### src/tslc_map.vh
// Register map and code framing constants for the link code controller
`ifndef TSLC_MAP_VH
`define TSLC_MAP_VH
`define TSLC_ADDR_CTRL 16'h0170
`define TSLC_ADDR_RX_CODE 16'h0171
`define TSLC_ADDR_EXP_ONE 16'h0172
`define TSLC_ADDR_EXP_TWO 16'h0173
`define TSLC_ADDR_EXP_THREE 16'h0174
`define TSLC_ADDR_TX_CODE 16'h0175
`define TSLC_ADDR_REPEAT 16'h0176
`define TSLC_ADDR_PART_ID 16'h01FE
`define TSLC_RST_CTRL 8'h00
`define TSLC_RST_CODE 6'h00
`define TSLC_RST_REPEAT 8'h01
`define TSLC_BIT_SEND 0
`define TSLC_BIT_RXF_LO 1
`define TSLC_BIT_RXF_HI 2
`define TSLC_BIT_SOFT_RST 3
`define TSLC_BIT_RX_EN 4
`define TSLC_BIT_MF_LO 5
`define TSLC_BIT_MF_HI 6
`define TSLC_BIT_ABORT 7
`define TSLC_CODE_HI 5
`define TSLC_PREAMBLE 8'hFF
`define TSLC_IDLE_FLAG 8'h7E
`define TSLC_ABORT_SEQ 8'hFF
`define TSLC_FRAME_LAST 4'hF
`define TSLC_TAIL_LAST 4'h7
`define TSLC_NEED_NONE 3'h1
`define TSLC_NEED_THREE 3'h3
`define TSLC_NEED_FIVE 3'h5
`define TSLC_NEED_SEVEN 3'h7
`endif

### src/tslc_link_ctrl.v
// Link code controller: registers, code transmitter and code receiver
//
// Local design decision: the strobed register port.
`timescale 1ns/1ps
`include "tslc_map.vh"
module tslc_link_ctrl #(
  parameter [7:0] PART_ID = 8'hA5  // Arbitrary identifier value
) (
  input wire clk_sys_i,            // System clock, 200 MHz
  input wire rst_n_i,              // Async reset, active low
  input wire [15:0] addr_i,        // Register address
  input wire [7:0] wr_data_i,      // Write data
  input wire wr_stb_i,             // Write strobe
  input wire rd_stb_i,             // Read strobe
  output reg [7:0] rd_data_o,      // Read data, cycle after strobe
  input wire fdl_tx_slot_i,        // Transmit data link bit slot
  output wire fdl_tx_bit_o,        // Transmit data link bit
  output wire tx_busy_o,           // Transmitter sending
  input wire fdl_rx_slot_i,        // Receive data link bit valid
  input wire fdl_rx_bit_i,         // Receive data link bit
  output reg rx_code_alarm_o,      // Qualified code received
  output reg [2:0] match_alarm_o   // Expected code matched
);
  localparam [2:0] ST_IDLE = 3'b001;
  localparam [2:0] ST_CODE = 3'b010;
  localparam [2:0] ST_TAIL = 3'b100;

  reg tail_abort_enable;
  reg [1:0] match_qualify_filter;
  reg rx_code_enable;
  reg [1:0] rx_qualify_filter;
  reg [5:0] rx_latched_code;
  reg [5:0] expected_code [0:2];
  reg [5:0] tx_code_value;
  reg [7:0] tx_repeat_count;
  reg [2:0] tx_state;
  reg [15:0] tx_shift;
  reg [3:0] tx_bits;
  reg [7:0] tx_reps;
  reg [15:0] rx_shift;
  reg [3:0] rx_bits;
  reg rx_locked;
  reg rx_full;
  reg rx_evt;
  reg rx_err;
  reg [5:0] rx_code;
  reg [7:0] next_rd;

  wire wr_ctrl = wr_stb_i && addr_i == `TSLC_ADDR_CTRL;
  wire send_code_strobe = wr_ctrl && wr_data_i[`TSLC_BIT_SEND];
  wire code_logic_reset = wr_ctrl && wr_data_i[`TSLC_BIT_SOFT_RST];
  // sixteen-bit frame, sent from bit 0
  wire [15:0] tx_frame = {1'b0, tx_code_value, 1'b0, `TSLC_PREAMBLE};
  wire [7:0] tx_tail = tail_abort_enable ? `TSLC_ABORT_SEQ : `TSLC_IDLE_FLAG;
  // receive framing check, first bit in rx_shift[0]
  wire rx_pat_ok = rx_shift[7:0] == `TSLC_PREAMBLE && !rx_shift[8] &&
                   !rx_shift[15];
  wire rxq_qual;
  wire [5:0] rxq_code;
  wire mq_qual;
  wire [5:0] mq_code;

  assign fdl_tx_bit_o = tx_shift[0];
  assign tx_busy_o = tx_state != ST_IDLE;

  // Register writes
  always @(posedge clk_sys_i or negedge rst_n_i) begin
    if (!rst_n_i) begin
      tail_abort_enable <= 1'b0;
      match_qualify_filter <= 2'b00;
      rx_code_enable <= 1'b0;
      rx_qualify_filter <= 2'b00;
      expected_code[0] <= `TSLC_RST_CODE;
      expected_code[1] <= `TSLC_RST_CODE;
      expected_code[2] <= `TSLC_RST_CODE;
      tx_code_value <= `TSLC_RST_CODE;
      tx_repeat_count <= `TSLC_RST_REPEAT;
    end else if (code_logic_reset) begin
      tail_abort_enable <= 1'b0;
      match_qualify_filter <= 2'b00;
      rx_code_enable <= 1'b0;
      rx_qualify_filter <= 2'b00;
      expected_code[0] <= `TSLC_RST_CODE;
      expected_code[1] <= `TSLC_RST_CODE;
      expected_code[2] <= `TSLC_RST_CODE;
      tx_code_value <= `TSLC_RST_CODE;
      tx_repeat_count <= `TSLC_RST_REPEAT;
    end else if (wr_stb_i) begin
      case (addr_i)
        `TSLC_ADDR_CTRL: begin
          tail_abort_enable <= wr_data_i[`TSLC_BIT_ABORT];
          match_qualify_filter <=
            wr_data_i[`TSLC_BIT_MF_HI:`TSLC_BIT_MF_LO];
          rx_code_enable <= wr_data_i[`TSLC_BIT_RX_EN];
          rx_qualify_filter <=
            wr_data_i[`TSLC_BIT_RXF_HI:`TSLC_BIT_RXF_LO];
        end
        `TSLC_ADDR_EXP_ONE: expected_code[0] <= wr_data_i[`TSLC_CODE_HI:0];
        `TSLC_ADDR_EXP_TWO: expected_code[1] <= wr_data_i[`TSLC_CODE_HI:0];
        `TSLC_ADDR_EXP_THREE:
          expected_code[2] <= wr_data_i[`TSLC_CODE_HI:0];
        `TSLC_ADDR_TX_CODE: tx_code_value <= wr_data_i[`TSLC_CODE_HI:0];
        `TSLC_ADDR_REPEAT: tx_repeat_count <= wr_data_i;
        default: ;
      endcase
    end
  end

  // Read mux; self-clearing bits always read zero
  always @* begin
    case (addr_i)
      `TSLC_ADDR_CTRL: next_rd = {tail_abort_enable, match_qualify_filter,
                                  rx_code_enable, 1'b0, rx_qualify_filter,
                                  1'b0};
      `TSLC_ADDR_RX_CODE: next_rd = {2'b00, rx_latched_code};
      `TSLC_ADDR_EXP_ONE: next_rd = {2'b00, expected_code[0]};
      `TSLC_ADDR_EXP_TWO: next_rd = {2'b00, expected_code[1]};
      `TSLC_ADDR_EXP_THREE: next_rd = {2'b00, expected_code[2]};
      `TSLC_ADDR_TX_CODE: next_rd = {2'b00, tx_code_value};
      `TSLC_ADDR_REPEAT: next_rd = tx_repeat_count;
      `TSLC_ADDR_PART_ID: next_rd = PART_ID;
      default: next_rd = 8'h00;
    endcase
  end

  always @(posedge clk_sys_i or negedge rst_n_i) begin
    if (!rst_n_i)
      rd_data_o <= 8'h00;
    else if (rd_stb_i)
      rd_data_o <= next_rd;
    else
      rd_data_o <= 8'h00;
  end

  // Transmitter; a new send restarts with the current count
  always @(posedge clk_sys_i or negedge rst_n_i) begin
    if (!rst_n_i) begin
      tx_state <= ST_IDLE;
      tx_shift <= 16'hFFFF;
      tx_bits <= 4'h0;
      tx_reps <= 8'h00;
    end else if (code_logic_reset) begin
      tx_state <= ST_IDLE;
      tx_shift <= 16'hFFFF;
      tx_bits <= 4'h0;
      tx_reps <= 8'h00;
    end else if (send_code_strobe) begin
      // restart picks up a new count
      tx_state <= ST_CODE;
      tx_shift <= tx_frame;
      tx_bits <= 4'h0;
      tx_reps <= tx_repeat_count;
    end else if (fdl_tx_slot_i) begin
      case (tx_state)
        ST_CODE: begin
          tx_bits <= tx_bits + 4'h1;
          tx_shift <= {1'b1, tx_shift[15:1]};
          if (tx_bits == `TSLC_FRAME_LAST) begin
            if (tx_reps == 8'h00) begin
              tx_shift <= tx_frame;
            end else if (tx_reps == 8'h01) begin
              tx_state <= ST_TAIL;
              tx_shift <= {8'hFF, tx_tail};
            end else begin
              tx_reps <= tx_reps - 8'h01;
              tx_shift <= tx_frame;
            end
          end
        end
        ST_TAIL: begin
          tx_bits <= tx_bits + 4'h1;
          tx_shift <= {1'b1, tx_shift[15:1]};
          if (tx_bits == `TSLC_TAIL_LAST) begin
            tx_state <= ST_IDLE;
            tx_shift <= 16'hFFFF;
            tx_bits <= 4'h0;
          end
        end
        ST_IDLE: tx_shift <= 16'hFFFF;
        default: begin
          tx_state <= ST_IDLE;
          tx_shift <= 16'hFFFF;
        end
      endcase
    end
  end

  // Receive pattern detector; sliding search, then one look per 16 bits
  always @(posedge clk_sys_i or negedge rst_n_i) begin
    if (!rst_n_i) begin
      rx_shift <= 16'h0000;
      rx_bits <= 4'h0;
      rx_locked <= 1'b0;
      rx_full <= 1'b0;
      rx_evt <= 1'b0;
      rx_err <= 1'b0;
      rx_code <= `TSLC_RST_CODE;
    end else if (code_logic_reset || !rx_code_enable) begin
      rx_shift <= 16'h0000;
      rx_bits <= 4'h0;
      rx_locked <= 1'b0;
      rx_full <= 1'b0;
      rx_evt <= 1'b0;
      rx_err <= 1'b0;
    end else begin
      rx_evt <= 1'b0;
      rx_err <= 1'b0;
      rx_full <= 1'b0;
      if (fdl_rx_slot_i) begin
        rx_shift <= {fdl_rx_bit_i, rx_shift[15:1]};
        rx_bits <= rx_bits + 4'h1;
        // Sixteen fresh bits since the last look
        rx_full <= rx_locked && rx_bits == 4'hF;
      end
      if (!rx_locked && rx_pat_ok) begin
        rx_evt <= 1'b1;
        rx_code <= rx_shift[14:9];
        rx_locked <= 1'b1;
        rx_bits <= fdl_rx_slot_i ? 4'h1 : 4'h0;
      end else if (rx_full && rx_pat_ok) begin
        // Each frame counted once; a stale window would count twice
        rx_evt <= 1'b1;
        rx_code <= rx_shift[14:9];
      end else if (rx_full) begin
        // Broken pattern ends the run
        rx_err <= 1'b1;
        rx_locked <= 1'b0;
      end
    end
  end

  tslc_qualify u_rx_filter (
    .clk_sys_i(clk_sys_i),
    .rst_n_i(rst_n_i),
    .clear_i(code_logic_reset || !rx_code_enable),
    .evt_i(rx_evt),
    .err_i(rx_err),
    .code_i(rx_code),
    .setting_i(rx_qualify_filter),
    .qual_o(rxq_qual),
    .code_o(rxq_code)
  );

  tslc_qualify u_match_filter (
    .clk_sys_i(clk_sys_i),
    .rst_n_i(rst_n_i),
    .clear_i(code_logic_reset || !rx_code_enable),
    .evt_i(rx_evt),
    .err_i(rx_err),
    .code_i(rx_code),
    .setting_i(match_qualify_filter),
    .qual_o(mq_qual),
    .code_o(mq_code)
  );

  // Latched code and alarms
  always @(posedge clk_sys_i or negedge rst_n_i) begin
    if (!rst_n_i) begin
      rx_latched_code <= `TSLC_RST_CODE;
      rx_code_alarm_o <= 1'b0;
    end else if (code_logic_reset) begin
      rx_latched_code <= `TSLC_RST_CODE;
      rx_code_alarm_o <= 1'b0;
    end else if (rxq_qual) begin
      rx_latched_code <= rxq_code;
      rx_code_alarm_o <= 1'b1;
    end
  end

  genvar gi;
  generate
    for (gi = 0; gi < 3; gi = gi + 1) begin : g_match
      always @(posedge clk_sys_i or negedge rst_n_i) begin
        if (!rst_n_i)
          match_alarm_o[gi] <= 1'b0;
        else if (code_logic_reset)
          match_alarm_o[gi] <= 1'b0;
        else if (mq_qual)
          match_alarm_o[gi] <= mq_code == expected_code[gi];
      end
    end
  endgenerate
endmodule

### src/tslc_qualify.v
// Consecutive identical code qualification filter
`timescale 1ns/1ps
`include "tslc_map.vh"
module tslc_qualify (
  input wire clk_sys_i,        // System clock
  input wire rst_n_i,          // Async reset, active low
  input wire clear_i,          // Synchronous clear
  input wire evt_i,            // Error-free code seen
  input wire err_i,            // Pattern broken
  input wire [5:0] code_i,     // Code with evt_i
  input wire [1:0] setting_i,  // Filter setting
  output reg qual_o,           // Qualified pulse
  output reg [5:0] code_o      // Qualified code
);
  reg [2:0] run;
  reg [5:0] last;
  reg [2:0] need;
  reg [2:0] next_run;

  always @* begin
    case (setting_i)
      2'b01: need = `TSLC_NEED_THREE;
      2'b10: need = `TSLC_NEED_FIVE;
      2'b11: need = `TSLC_NEED_SEVEN;
      default: need = `TSLC_NEED_NONE;
    endcase
    if (evt_i && code_i == last && run != 3'h0 && run != 3'h7)
      next_run = run + 3'h1;
    else if (evt_i && code_i == last && run == 3'h7)
      next_run = run;
    else
      next_run = 3'h1;
  end

  always @(posedge clk_sys_i or negedge rst_n_i) begin
    if (!rst_n_i) begin
      run <= 3'h0;
      last <= `TSLC_RST_CODE;
      qual_o <= 1'b0;
      code_o <= `TSLC_RST_CODE;
    end else if (clear_i) begin
      run <= 3'h0;
      last <= `TSLC_RST_CODE;
      qual_o <= 1'b0;
      code_o <= `TSLC_RST_CODE;
    end else begin
      qual_o <= 1'b0;
      if (err_i) begin
        run <= 3'h0;
      end else if (evt_i) begin
        run <= next_run;
        last <= code_i;
        // Fires on the count that meets the setting; once per run for settings 0-2, on every further repeat at seven once run saturates
        if (next_run == need) begin
          qual_o <= 1'b1;
          code_o <= code_i;
        end
      end
    end
  end
endmodule
### config.mk
export PLATFORM = sky130hd
export DESIGN_NAME = tslc_link_ctrl
export DESIGN_NICKNAME = d
export VERILOG_FILES = /design/src/tslc_link_ctrl.v /design/src/tslc_qualify.v
export VERILOG_INCLUDE_DIRS = /design/src
export SDC_FILE = /design/constraint.sdc
export NUM_CORES = 1
export LEC_CHECK = 0
export BUFFER_PORTS_ARGS = -buffer_cell sky130_fd_sc_hd__buf_2
export CORE_ASPECT_RATIO = 0.7
export CORE_MARGIN = 4
export CORE_UTILIZATION = 40
export CTS_CLUSTER_DIAMETER = 60
export DETAILED_ROUTE_END_ITERATION = 8
export GPL_TIMING_DRIVEN = 0
export PLACE_DENSITY = 0.64
export SETUP_SLACK_MARGIN = 0.02
export SLEW_MARGIN = 20
export SYNTH_ARGS = -nofsm -noshare
export SYNTH_HDL_FRONTEND = slang
export SYNTH_HIERARCHICAL = 1
export SYNTH_SLANG_ARGS = --single-unit
### constraint.sdc
create_clock -name clk_sys_i -period 3.11 [get_ports clk_sys_i]
set_input_delay 0.311 -clock clk_sys_i [delete_from_list [all_inputs] [get_ports clk_sys_i]]
set_output_delay 0.311 -clock clk_sys_i [all_outputs]
set_load 0.03 [all_outputs]
# == Yosys cells after proc, flatten, opt, wreduce, memory -nomap -nowiden ==
# Cells that the tools add are included.
# classes
addsub,5
n_eq_ne,42
n_mux,116
n_bitwise,1
n_reduce_logical,58
# op_table
cell,count
$eq 16x9->1 const B,8
$mux 16,8
$mux 6,21
$mux 8,12
$pmux 8 s8,1
$mux 3,17
$mux 1,36
$mux 18,2
$pmux 16 s2,1
$mux 4,7
$reduce_bool 2->1,14
$pmux 3 s3,3
$eq 6x6->1,4
$reduce_bool 3->1,8
$reduce_and 2->1,10
$ne 4x4->1 const B,4
$logic_and 1x1->1,15
$mux 15,1
$ne 3x3->1 const B,5
$mux 2,6
$eq 3x3->1 const B,3
$add 4x1->4 const B,2
$eq 2x2->1 const B,4
$eq 4x4->1 const B,2
21 further kinds,28
# totals
reg_bits,143
inputBits,31
output_inout_bits,14
wordCells,255

# == Logic depth before layout (Yosys ltp) ==
# Gate-level depths: netlist of run 1.
# depth
depth_word,10
depth_mapped,9

# == Hierarchy ==
# The synthesis of run 1 kept the hierarchy.
# modules_own_cells
mod,instances,cells_each,area_per_inst_um2,seq_area_each_um2
tslc_link_ctrl,1,602,6206.0,2950.3
tslc_qualify,2,95,937.1,400.4

# == Worst setup path before layout of run 1 ==
# OpenSTA, ideal clock, no wires.
# synth_path
path_kind,input to register
startpoint,input port addr_i[15]
endpoint,register u_match_filter.code_o[2]
setup_ps,134
arrival_ps,2022
required_time_ps,2976
slack_ps,954
stages,8
path_buffers,2
path_cell_list,or3b_2 > nor3_2 > nand3_1 > nand2_1 > clkbuf_1 > clkbuf_1 > nand2b_1 > mux2i_1
# synth_via
elab_chain_cells,6
word_cells_on_any_way,9
# synth_lines
element,line,text
from (decl),tslc_link_ctrl.v:11,"input wire [15:0] addr_i,"
$eq 16x9->1 (*),--,
$logic_and 1x1->1 (no line) (*),--,
$logic_and 1x1->1 (*),tslc_link_ctrl.v:51,wire code_logic_reset = wr_ctrl && wr_data_i[`TSLC_BIT_SOFT_RST];
$logic_or 1x1->1 (*),tslc_link_ctrl.v:247,".clear_i(code_logic_reset || !rx_code_enable),"
$ne 2x1->1 (no line) or $reduce_bool 2->1 (tied branches),--,
$reduce_and 3->1 (no line),--,
to (signal assigned),tslc_qualify.v:40,code_o <= `TSLC_RST_CODE;
to (signal assigned),tslc_qualify.v:45,code_o <= `TSLC_RST_CODE;
to (signal assigned),tslc_qualify.v:56,code_o <= code_i;
to (decl),tslc_qualify.v:13,output reg [5:0] code_o
# Mark *: on every way between the ends. The rest lies on a longest branch, timed or not.
# A chain may end at the register's enable or synchronous reset.

# == Worst setup path after layout of run 1 ==
# layout_path
startpoint,input port addr_i[15]
endpoint,register u_rx_filter.run[0]
# layout_via
elab_chain_cells,5
word_cells_on_any_way,6
# layout_lines
element,line,text
$eq 16x9->1 (*),--,
$logic_and 1x1->1 (no line) (*),--,
$logic_and 1x1->1 (*),tslc_link_ctrl.v:51,
$logic_or 1x1->1 (*),tslc_link_ctrl.v:235,".clear_i(code_logic_reset || !rx_code_enable),"
$reduce_bool 3->1 (no line) or $mux 3 (tied branches),--,
to (signal assigned),tslc_qualify.v:51,run <= next_run;
to (decl),tslc_qualify.v:15,reg [2:0] run;
# Marked as above.

==> metrics.md, run 1 <==
| Metric | Value |
|---|---|
| Vias in the first global route | 5867 |
| Met1 usage | 0.302 |
| Max VDD drop | 0.000347 V |
| Comb pwr share | 0.042 |
| RSZ-0062 raised after global routing | no |
| Area post-placement | slightly below 9000 um2 |
| Switching Share | 0.251 |
| Finish-stage setup viols | 0 |
| Critical Path RT | between 3 and 4 ns |
| HPWL after detailed placement | 14.5 mm |
| Max Clk Rate | 0.396 GHz |
| CP max stage delay | slightly below 0.6 ns |
| Largest net degree at the start of global routing | 78 |
| Clk pwr share | 0.491 |
| Inserted Clock Buffers | 17 |
| WHS Path Cells | 3 |
| Total track usage | 0.184 |
| Sink Count | 149 |
| Clock buffer depth | 2 |
| Clk_lat worst skew | 0.43 ns |
| Synthesized instance count | 792 |
| Slew @ Worst Pin | 0.942 ns |
| GR Util met3 | 0.0432 |
| Synth top area share | 0.406 |
| Cell count of the worst reg-to-reg path | 7 |
| # diodes | 0 |
| Final worst clock skew | 0.00832 ns |
| Crit-path cells | buf_2, or3b_2, nor3_2, nand3_1, nand2_1, clkbuf_1, clkbuf_1, a2111oi_0 |
| Top-count cell post-synth | dfrtp_1 |
| Initial Utilization | 0.408 |
| Syn avg cell area | 10.2 um2 |
| Pwr/cell area | 454 nW/um2 |
| TritonCTS clock tree | done |
| Clock transition at the registers of the reported paths | 0.07 ns |
| Ranking of synthesized cells by area | dfrtp_1 (41%), mux2i_1 (8.2%), dfstp_2 (5.9%), nor2_1 (4.6%), nand2b_1 (3.2%) |
| Design Power | around 0.0042 W |
| Design Area, Final | a little over 9000 um2 |
| DRT Pass-1 Iters | 5 |
| Synth area leader | dfrtp_1 |
| Status | complete, no violations |
| Die ar. | 22600 um2 |
| Most used DFF post-synth | dfrtp_1 |
| Die Wd | roughly 180 um |
| Drt wl/cell | 17.7 um |
| Yosys reg bits | 149 |
| Distinct cell type count after synthesis | 71 |
| # rows | 43 |
| Vias per inst | ~5.4 |
| Tmin final | about 2.5 ns |
| Global placer's final weighted congestion | 0.871 |
| Total leakage power | between 3 and 4 nW |
| DRC errors left | 0 |
| Synth Warn # | 6 |
| Chip height | 127 um |
| P_int | approximately 0.0031 W |
| Final Cycle Share | 0.812 |
| CP dominant cell by count | clkbuf_1 |
| First-pass GRT wire length | 32.6 mm |
| Layout cells sized above 1 | 0.164 |
| Initial antenna violation count | 0 |
| Final Hold Fails | 0 |
| Layout Utilization | 0.467 |
| Final Slew Violations | 0 |
| Slowest stage cell, crit path | clkbuf_1 |
| CP Launch Type | input pin |
| I/O pins | 45 |
| Total congestion overflow | 0 |
| Critical path peak fanout | 17 |
| Asr flop ratio synth | 1.00 |
| Netlist Area Pre-Place | between 8000 and 9000 um2 |
| I/O Buffers | 38 |
| Via count | 6177 |
| Post_cts resized | 0 |
| Switch Pwr | 0.00105 W |
| Clk root buf | clkbuf_16 |
| Syn_nets | 834 |
| Seq/Total Area, Yosys | 0.464 |
| Detail Route Antenna Nets | 0 |
| First DRT Iteration DRCs | 670 |
| HP Class | in2reg |
| CP endpoint kind | register |
| Worst EP arrival | 2.81 ns |
| Flop2flop setup slack | 0.75 ns |
| EDFF count, synth | 0 |
| Commonest cells in the netlist | dfrtp_1 (131), nor2_1 (99), nand2_1 (67) |
| Busiest grt layer | met1 |
| Crit Path Category | in2reg |
| Routed WL | 20.1 mm |
| Max_cap viols | 0 |
| Sequential Power Share | 0.466 |
| Slew headroom | 0.367 |
| Core Region | 19800 um2 |
| Area growth, synth to finish | 14.3% |
| Htree depth | 4 |
| Met2 usage in global routing | 0.231 |
| Fin nets | 893 |
power groups by stage:
| stage | combinational [W] | sequential [W] | clock [W] |
|---|---|---|---|
| after detailed placement | 0.000176 | 0.00199 | 0 |
| after global placement | 0.000169 | 0.00199 | 0 |
| after global routing | 0.000194 | 0.00195 | 0.00219 |
| final | 0.000177 | 0.00195 | 0.00206 |
| after floorplan | 0.0000797 | 0.00199 | 0 |
| after CTS | 0.000178 | 0.00195 | 0.00210 |
what timing repair did:
item | CTS | global route
endpoints found under the hold margin | 62 | 0
hold buffers | 1 | 0
buffers inserted | 0 | 0
critical path: cells and delay by family:
kind,cells,cell delay (ns)
AND/OR/NAND/NOR,4,1.22
buffers and inverters,3,1.15
AO/OA/AOI/OAI,1,0.13
cells by family (layout without fill, tap and decap cells):
kind of cell | after synthesis | count (layout) | share of synthesized area
compound gates | 146 | 146 | 0.124
xor+xnor | 39 | 39 | 0.0441
fa+ha+maj | 11 | 11 | 0.0170
buf+inv | 57 | 129 | 0.0321
flops | 149 | 149 | 0.464
mux | 78 | 78 | 0.105
simple gates | 312 | 312 | 0.213
worst paths after layout:
kind | start | end
setup / recovery | addr_i[15] | u_rx_filter/run[0]
hold / removal | fdl_rx_bit_i | rx_shift[15]
setup reg to reg | tx_reps[0] | tx_shift[12]
hold reg to reg | rx_full | rx_err
max in group asynchronous | rst_n_i | tx_shift[13]
min in group asynchronous | rst_n_i | tx_bits[3]
sequential cells by signal, indices dropped and copies added (netlist names), 3 cells and up:
| signal | cells |
|---|---|
| expected_code | 18 |
| rx_shift | 16 |
| tx_shift | 16 |
| rd_data_o | 8 |
| tx_repeat_count | 8 |
| tx_reps | 8 |
| rx_code | 6 |
| rx_latched_code | 6 |
| tx_code_value | 6 |
| u_match_filter/code_o | 6 |
| u_match_filter/last | 6 |
| u_rx_filter/code_o | 6 |
| u_rx_filter/last | 6 |
| rx_bits | 4 |
| tx_bits | 4 |
| match_alarm_o | 3 |
| tx_state | 3 |
| u_match_filter/run | 3 |
| u_rx_filter/run | 3 |
cell type report:
| class | instances | area [um2] |
|---|---|---|
| multi-input cells | 586 | 4070 |
| clock buffers | 17 | 425 |
| repair buffers | 40 | 238 |
| clock inverters | 15 | 155 |
| inverters | 20 | 75.1 |
| plain buffers | 37 | 184 |
| well taps | 270 | 338 |
| fillers | 1881 | 10600 |
| flip-flops and latches | 149 | 3750 |
layer usage:
metal / up-vias / share of wire
met3: 23 / 0.071
met5: - / 0
met1: 3009 / 0.53
li1: 2940 / -
met4: 0 / 0.015
met2: 205 / 0.39
metrics by stage:
| stage | cells | TNS (ns) | hold slack (ns) | setup slack (ns) |
|---|---|---|---|---|
| finish | 1134 | 0 | 0.123 | 0.585 |
| global route | 1134 | 0 | 0.126 | 0.284 |
| CTS | 1134 | 0 | 0.111 | 0.583 |
| detailed placement | 1101 | 0 | 0.340 | 0.122 |
| global placement | 1100 | -72.17 | 0.482 | -0.557 |
| floorplan | 792 | 0 | 0.0154 | 0.954 |
cells in the final DEF, fill, tap and decap left out, types with 4 or more instances in the layout:
cell	n
clkbuf_1	24
dfrtp_1	131
nand3_1	15
nor3b_1	6
nand4_1	8
a21o_1	5
nor2b_1	7
a2111oi_0	4
mux2i_1	66
o22a_1	7
a21oi_1	38
ha_1	11
buf_2	42
nand2_1	67
o21a_1	8
nand2b_1	41
o211ai_1	8
xnor2_1	19
o2bb2ai_1	6
inv_1	20
a22oi_1	4
mux2_4	6
a221oi_1	4
xor2_1	18
nor2_1	99
inv_6	7
clkbuf_16	17
dfstp_2	18
nor4_4	5
o21ai_0	24
nor3_1	22
nor4_1	6
buf_6	4
o21ai_1	5
o221ai_1	6
o22ai_1	4
No activity file was read; power rests on OpenSTA's default activity.
==> run 2: changes to the inputs <==
--- a/config.mk
+++ b/config.mk
@@ -13,7 +13,7 @@
 export CTS_CLUSTER_DIAMETER = 60
 export DETAILED_ROUTE_END_ITERATION = 8
 export GPL_TIMING_DRIVEN = 0
-export PLACE_DENSITY = 0.64
+export PLACE_DENSITY = 0.66
 export SETUP_SLACK_MARGIN = 0.02
 export SLEW_MARGIN = 20
 export SYNTH_ARGS = -nofsm -noshare
==> constraint.sdc (replaced) <==
create_clock -name clk_sys_i -period 2.2 [get_ports clk_sys_i]
set_input_delay 0.22 -clock clk_sys_i [delete_from_list [all_inputs] [get_ports clk_sys_i]]
set_output_delay 0.22 -clock clk_sys_i [all_outputs]
set_load 0.03 [all_outputs]
==> run 2 against run 1 <==
- core utilization up 0.40 points
- clock power increased by 45%
- design area rose by 0.85%
- combinational power is 40% higher
- register-to-register slack lost 0.58 ns
==> metrics.md, run 2 (synthesis gave the netlist of run 1 again) <==
| Metric | Value |
|---|---|
| TritonCTS clock tree | done (unchanged) |
| Total track usage | 0.187 (was 0.184) |
| First-pass GRT wire length | 33.1 mm (was 32.6 mm) |
| Crit-path cells | ha_1, ha_1, nand2b_1, o21ai_2, xnor2_1, a31oi_4, mux2i_1 (was buf_2, or3b_2, nor3_2, nand3_1, nand2_1, clkbuf_1, clkbuf_1, a2111oi_0) |
| Top reg by flops | expected_code (unchanged) |
| Buf/Inv on CP | 0 (was 3) |
| CP endpoint kind | register (unchanged) |
| CP delay by family, top | compound AO/OA/AOI/OAI gates (was simple AND/OR/NAND/NOR gates) |
| Clk_lat worst skew | 0.43 ns (about the same) |
| Global placer's final weighted congestion | 0.905 (was 0.871) |
| Slowest stage cell, crit path | dfrtp_1 (was clkbuf_1) |
| Placement Setup Slack | -0.694 ns (was 0.122 ns) |
| Die ar. | 22600 um2 (unchanged) |
| Total congestion overflow | 0 (unchanged) |
| First DRT Iteration DRCs | 690 (was 670) |
| Final Hold Fails | 0 (unchanged) |
| Core Region | 19800 um2 (unchanged) |
| Max Clk Rate | a little under 0.5 GHz |
| DRC errors left | 0 (unchanged) |
| Drt wl/cell | 18.1 um (was 17.7 um) |
| Pwr/cell area | 643 nW/um2 (was 454 nW/um2) |
| Worst EP arrival | 2.36 ns (was 2.81 ns) |
| Area growth, synth to finish | 15.3% (was 14.3%) |
| Slew @ Worst Pin | 0.951 ns (was 0.942 ns) |
| Inserted Clock Buffers | 17 (unchanged) |
| Layout cells sized above 1 | 0.176 (was 0.164) |
| Initial Utilization | 0.408 (unchanged) |
| Finish-stage setup viols | 0 (unchanged) |
| Launch point of the worst path | u_match_filter/run[0] (was addr_i[15]) |
| I/O Buffers | 38 (unchanged) |
| Leading cell type in the layout, fill and taps excluded | dfrtp_1 (unchanged) |
| Routed WL | 20.5 mm (was 20.1 mm) |
| Slack of the critical path | 0.175 ns (was 0.585 ns) |
| Final worst clock skew | 0.0106 ns (was 0.00832 ns) |
| Crit Path Category | reg2reg (was in2reg) |
| Clock transition at the registers of the reported paths | 0.06 ns (was 0.07 ns) |
| Vias in the first global route | 5941 (was 5867) |
| Commonest cells after routing, fill and taps aside | dfrtp_1 (131), nor2_1 (98), nand2_1 (67) (was dfrtp_1 (131), nor2_1 (99), nand2_1 (67)) |
| Final Slew Violations | 0 (unchanged) |
| Flop2flop setup slack | 0.17 ns (was 0.75 ns) |
| Htree depth | 4 (unchanged) |
| Crit path depth | 7 (was 8) |
| Vias per inst | 5.54 (was 5.45) |
| Final Cycle Share | 0.921 |
| I/O pins | 45 (unchanged) |
| CP max stage delay | 0.42 ns (was 0.59 ns) |
| Status | complete, no violations (unchanged) |
| Cell count of the worst reg-to-reg path | 7 (unchanged) |
| Clk root buf | clkbuf_16 (unchanged) |
| Fin cells | 1134 (unchanged) |
| RSZ-0062 raised after global routing | no (unchanged) |
| Slew headroom | 0.361 (was 0.367) |
| CP dominant cell by count | ha_1 (was clkbuf_1) |
| Max reg flops | 18 (unchanged) |
| Leading registers by flop count | expected_code (18), rx_shift (16), tx_shift (16) (unchanged) |
| Critical path peak fanout | 7 (was 17) |
| HP Class | in2reg (unchanged) |
| CP Launch Type | register (was input pin) |
| # diodes | 0 (unchanged) |
| Initial antenna violation count | 1 (was 0) |
| DP Cell Count | 1101 (unchanged) |
| Largest net degree at the start of global routing | 96 (was 78) |
| HPWL after detailed placement | 14.7 mm (was 14.5 mm) |
| Total leakage power | 3.98 nW (was 3.96 nW) |
| Clock buffer depth | 2 (unchanged) |
| Tmin final | 2.03 ns |
| Max VDD drop | 0.000449 V (was 0.000347 V) |
| Reg-to-Reg End | u_match_filter/code_o[2] (was tx_shift[12]) |
| Detail Route Antenna Nets | 0 (unchanged) |
| Die Wd | 178 um (unchanged) |
| Reg-to-Reg Start | u_match_filter/run[0] (was tx_reps[0]) |
| Max_cap viols | 0 (unchanged) |
| Design Power | 0.00599 W (was 0.00419 W) |
| DRT Pass-1 Iters | 8 (was 5) |
| Critical Path RT | 2.54 ns (was 3.40 ns) |
| Via count | 6280 (was 6177) |
| Sink Count | 149 (unchanged) |
| # rows | 43 (unchanged) |
| Fin nets | 894 (was 893) |
| Worst setup path end | u_match_filter/code_o[2] (was u_rx_filter/run[0]) |
| Chip height | 127 um (unchanged) |
| Fill count | 1875 (was 1881) |
## run 2: changes by cell type in the layout (fill, tap and decap cells not counted), sizes merged
cell	delta
bufinv	+2
clkbuf	+3
clkinvlp	+2
buf	+1
inv	-8
## run 2: final cells by class
cell class	count	area, um2	share of cell area
Inverter	20	75.1	0.00806
Clock buffer	20	437	0.0469
Sequential cell	149	3750	0.403
Tap cell	270	338	0.0363
Clock inverter	11	153	0.0164
Multi-Input combinational cell	586	4110	0.441
Buffer	37	193	0.0207
Timing Repair Buffer	41	258	0.0277
## run 2: metal layers
metal,track usage,part of all wire,vias to the layer above
met5,0,0.00058,-
met4,0.0514,0.015,2
met3,0.0542,0.086,25
met2,0.241,0.39,230
met1,0.299,0.50,3082
li1,-,-,2941
## run 2: worst min-delay path: stages
cell	delay (ns)
buf_2	0.09
nand3_1	0.05
o21ai_0	0.06
## run 2: worst min path at each step
stage | end | from | cells past startpoint | slack (ns)
3_3_place_gp | rx_shift[15] | fdl_rx_bit_i | 3 | 0.47
2_1_floorplan | expected_code[0] | rst_n_i | 0 | -0.08
4_1_cts | tx_repeat_count[6] | wr_data_i[6] | 3 | 0.02
5_1_grt | rx_shift[15] | fdl_rx_bit_i | 3 | 0.05
3_5_place_dp | u_match_filter/run[0] | rst_n_i | 1 | 0.18
6_report | tx_repeat_count[6] | wr_data_i[6] | 3 | 0.03
## run 2: report_power, final
part	total [W]	switching, W	internal [W]
registers	0.00276	0.00000698	0.00276
logic	0.000248	0.000170	0.0000775
clock network	0.00298	0.00119	0.00179
total	0.00599	0.00137	0.00462
## run 2: through the flow
stage | TNS [ns] | hold WS [ns] | util | cell area [um2]
global route | 0 | 0.0488 | 0.470 | 9320
detailed placement | -23.13 | 0.176 | 0.437 | 8650
CTS | 0 | 0.0216 | 0.467 | 9250
global placement | -210.65 | 0.471 | 0.435 | 8610
finish | 0 | 0.0347 | 0.470 | 9320
floorplan | 0 | -0.0756 | - | 8080
## run 2: timing repair
action                                  in CTS  in global routing
pin swaps                                    0                  2
gates resized for setup                      2                 21
hold buffers                                 1                  0
buffers inserted                             0                  1
endpoints found under the hold margin       53                  0
endpoints found under the setup margin      38                 47
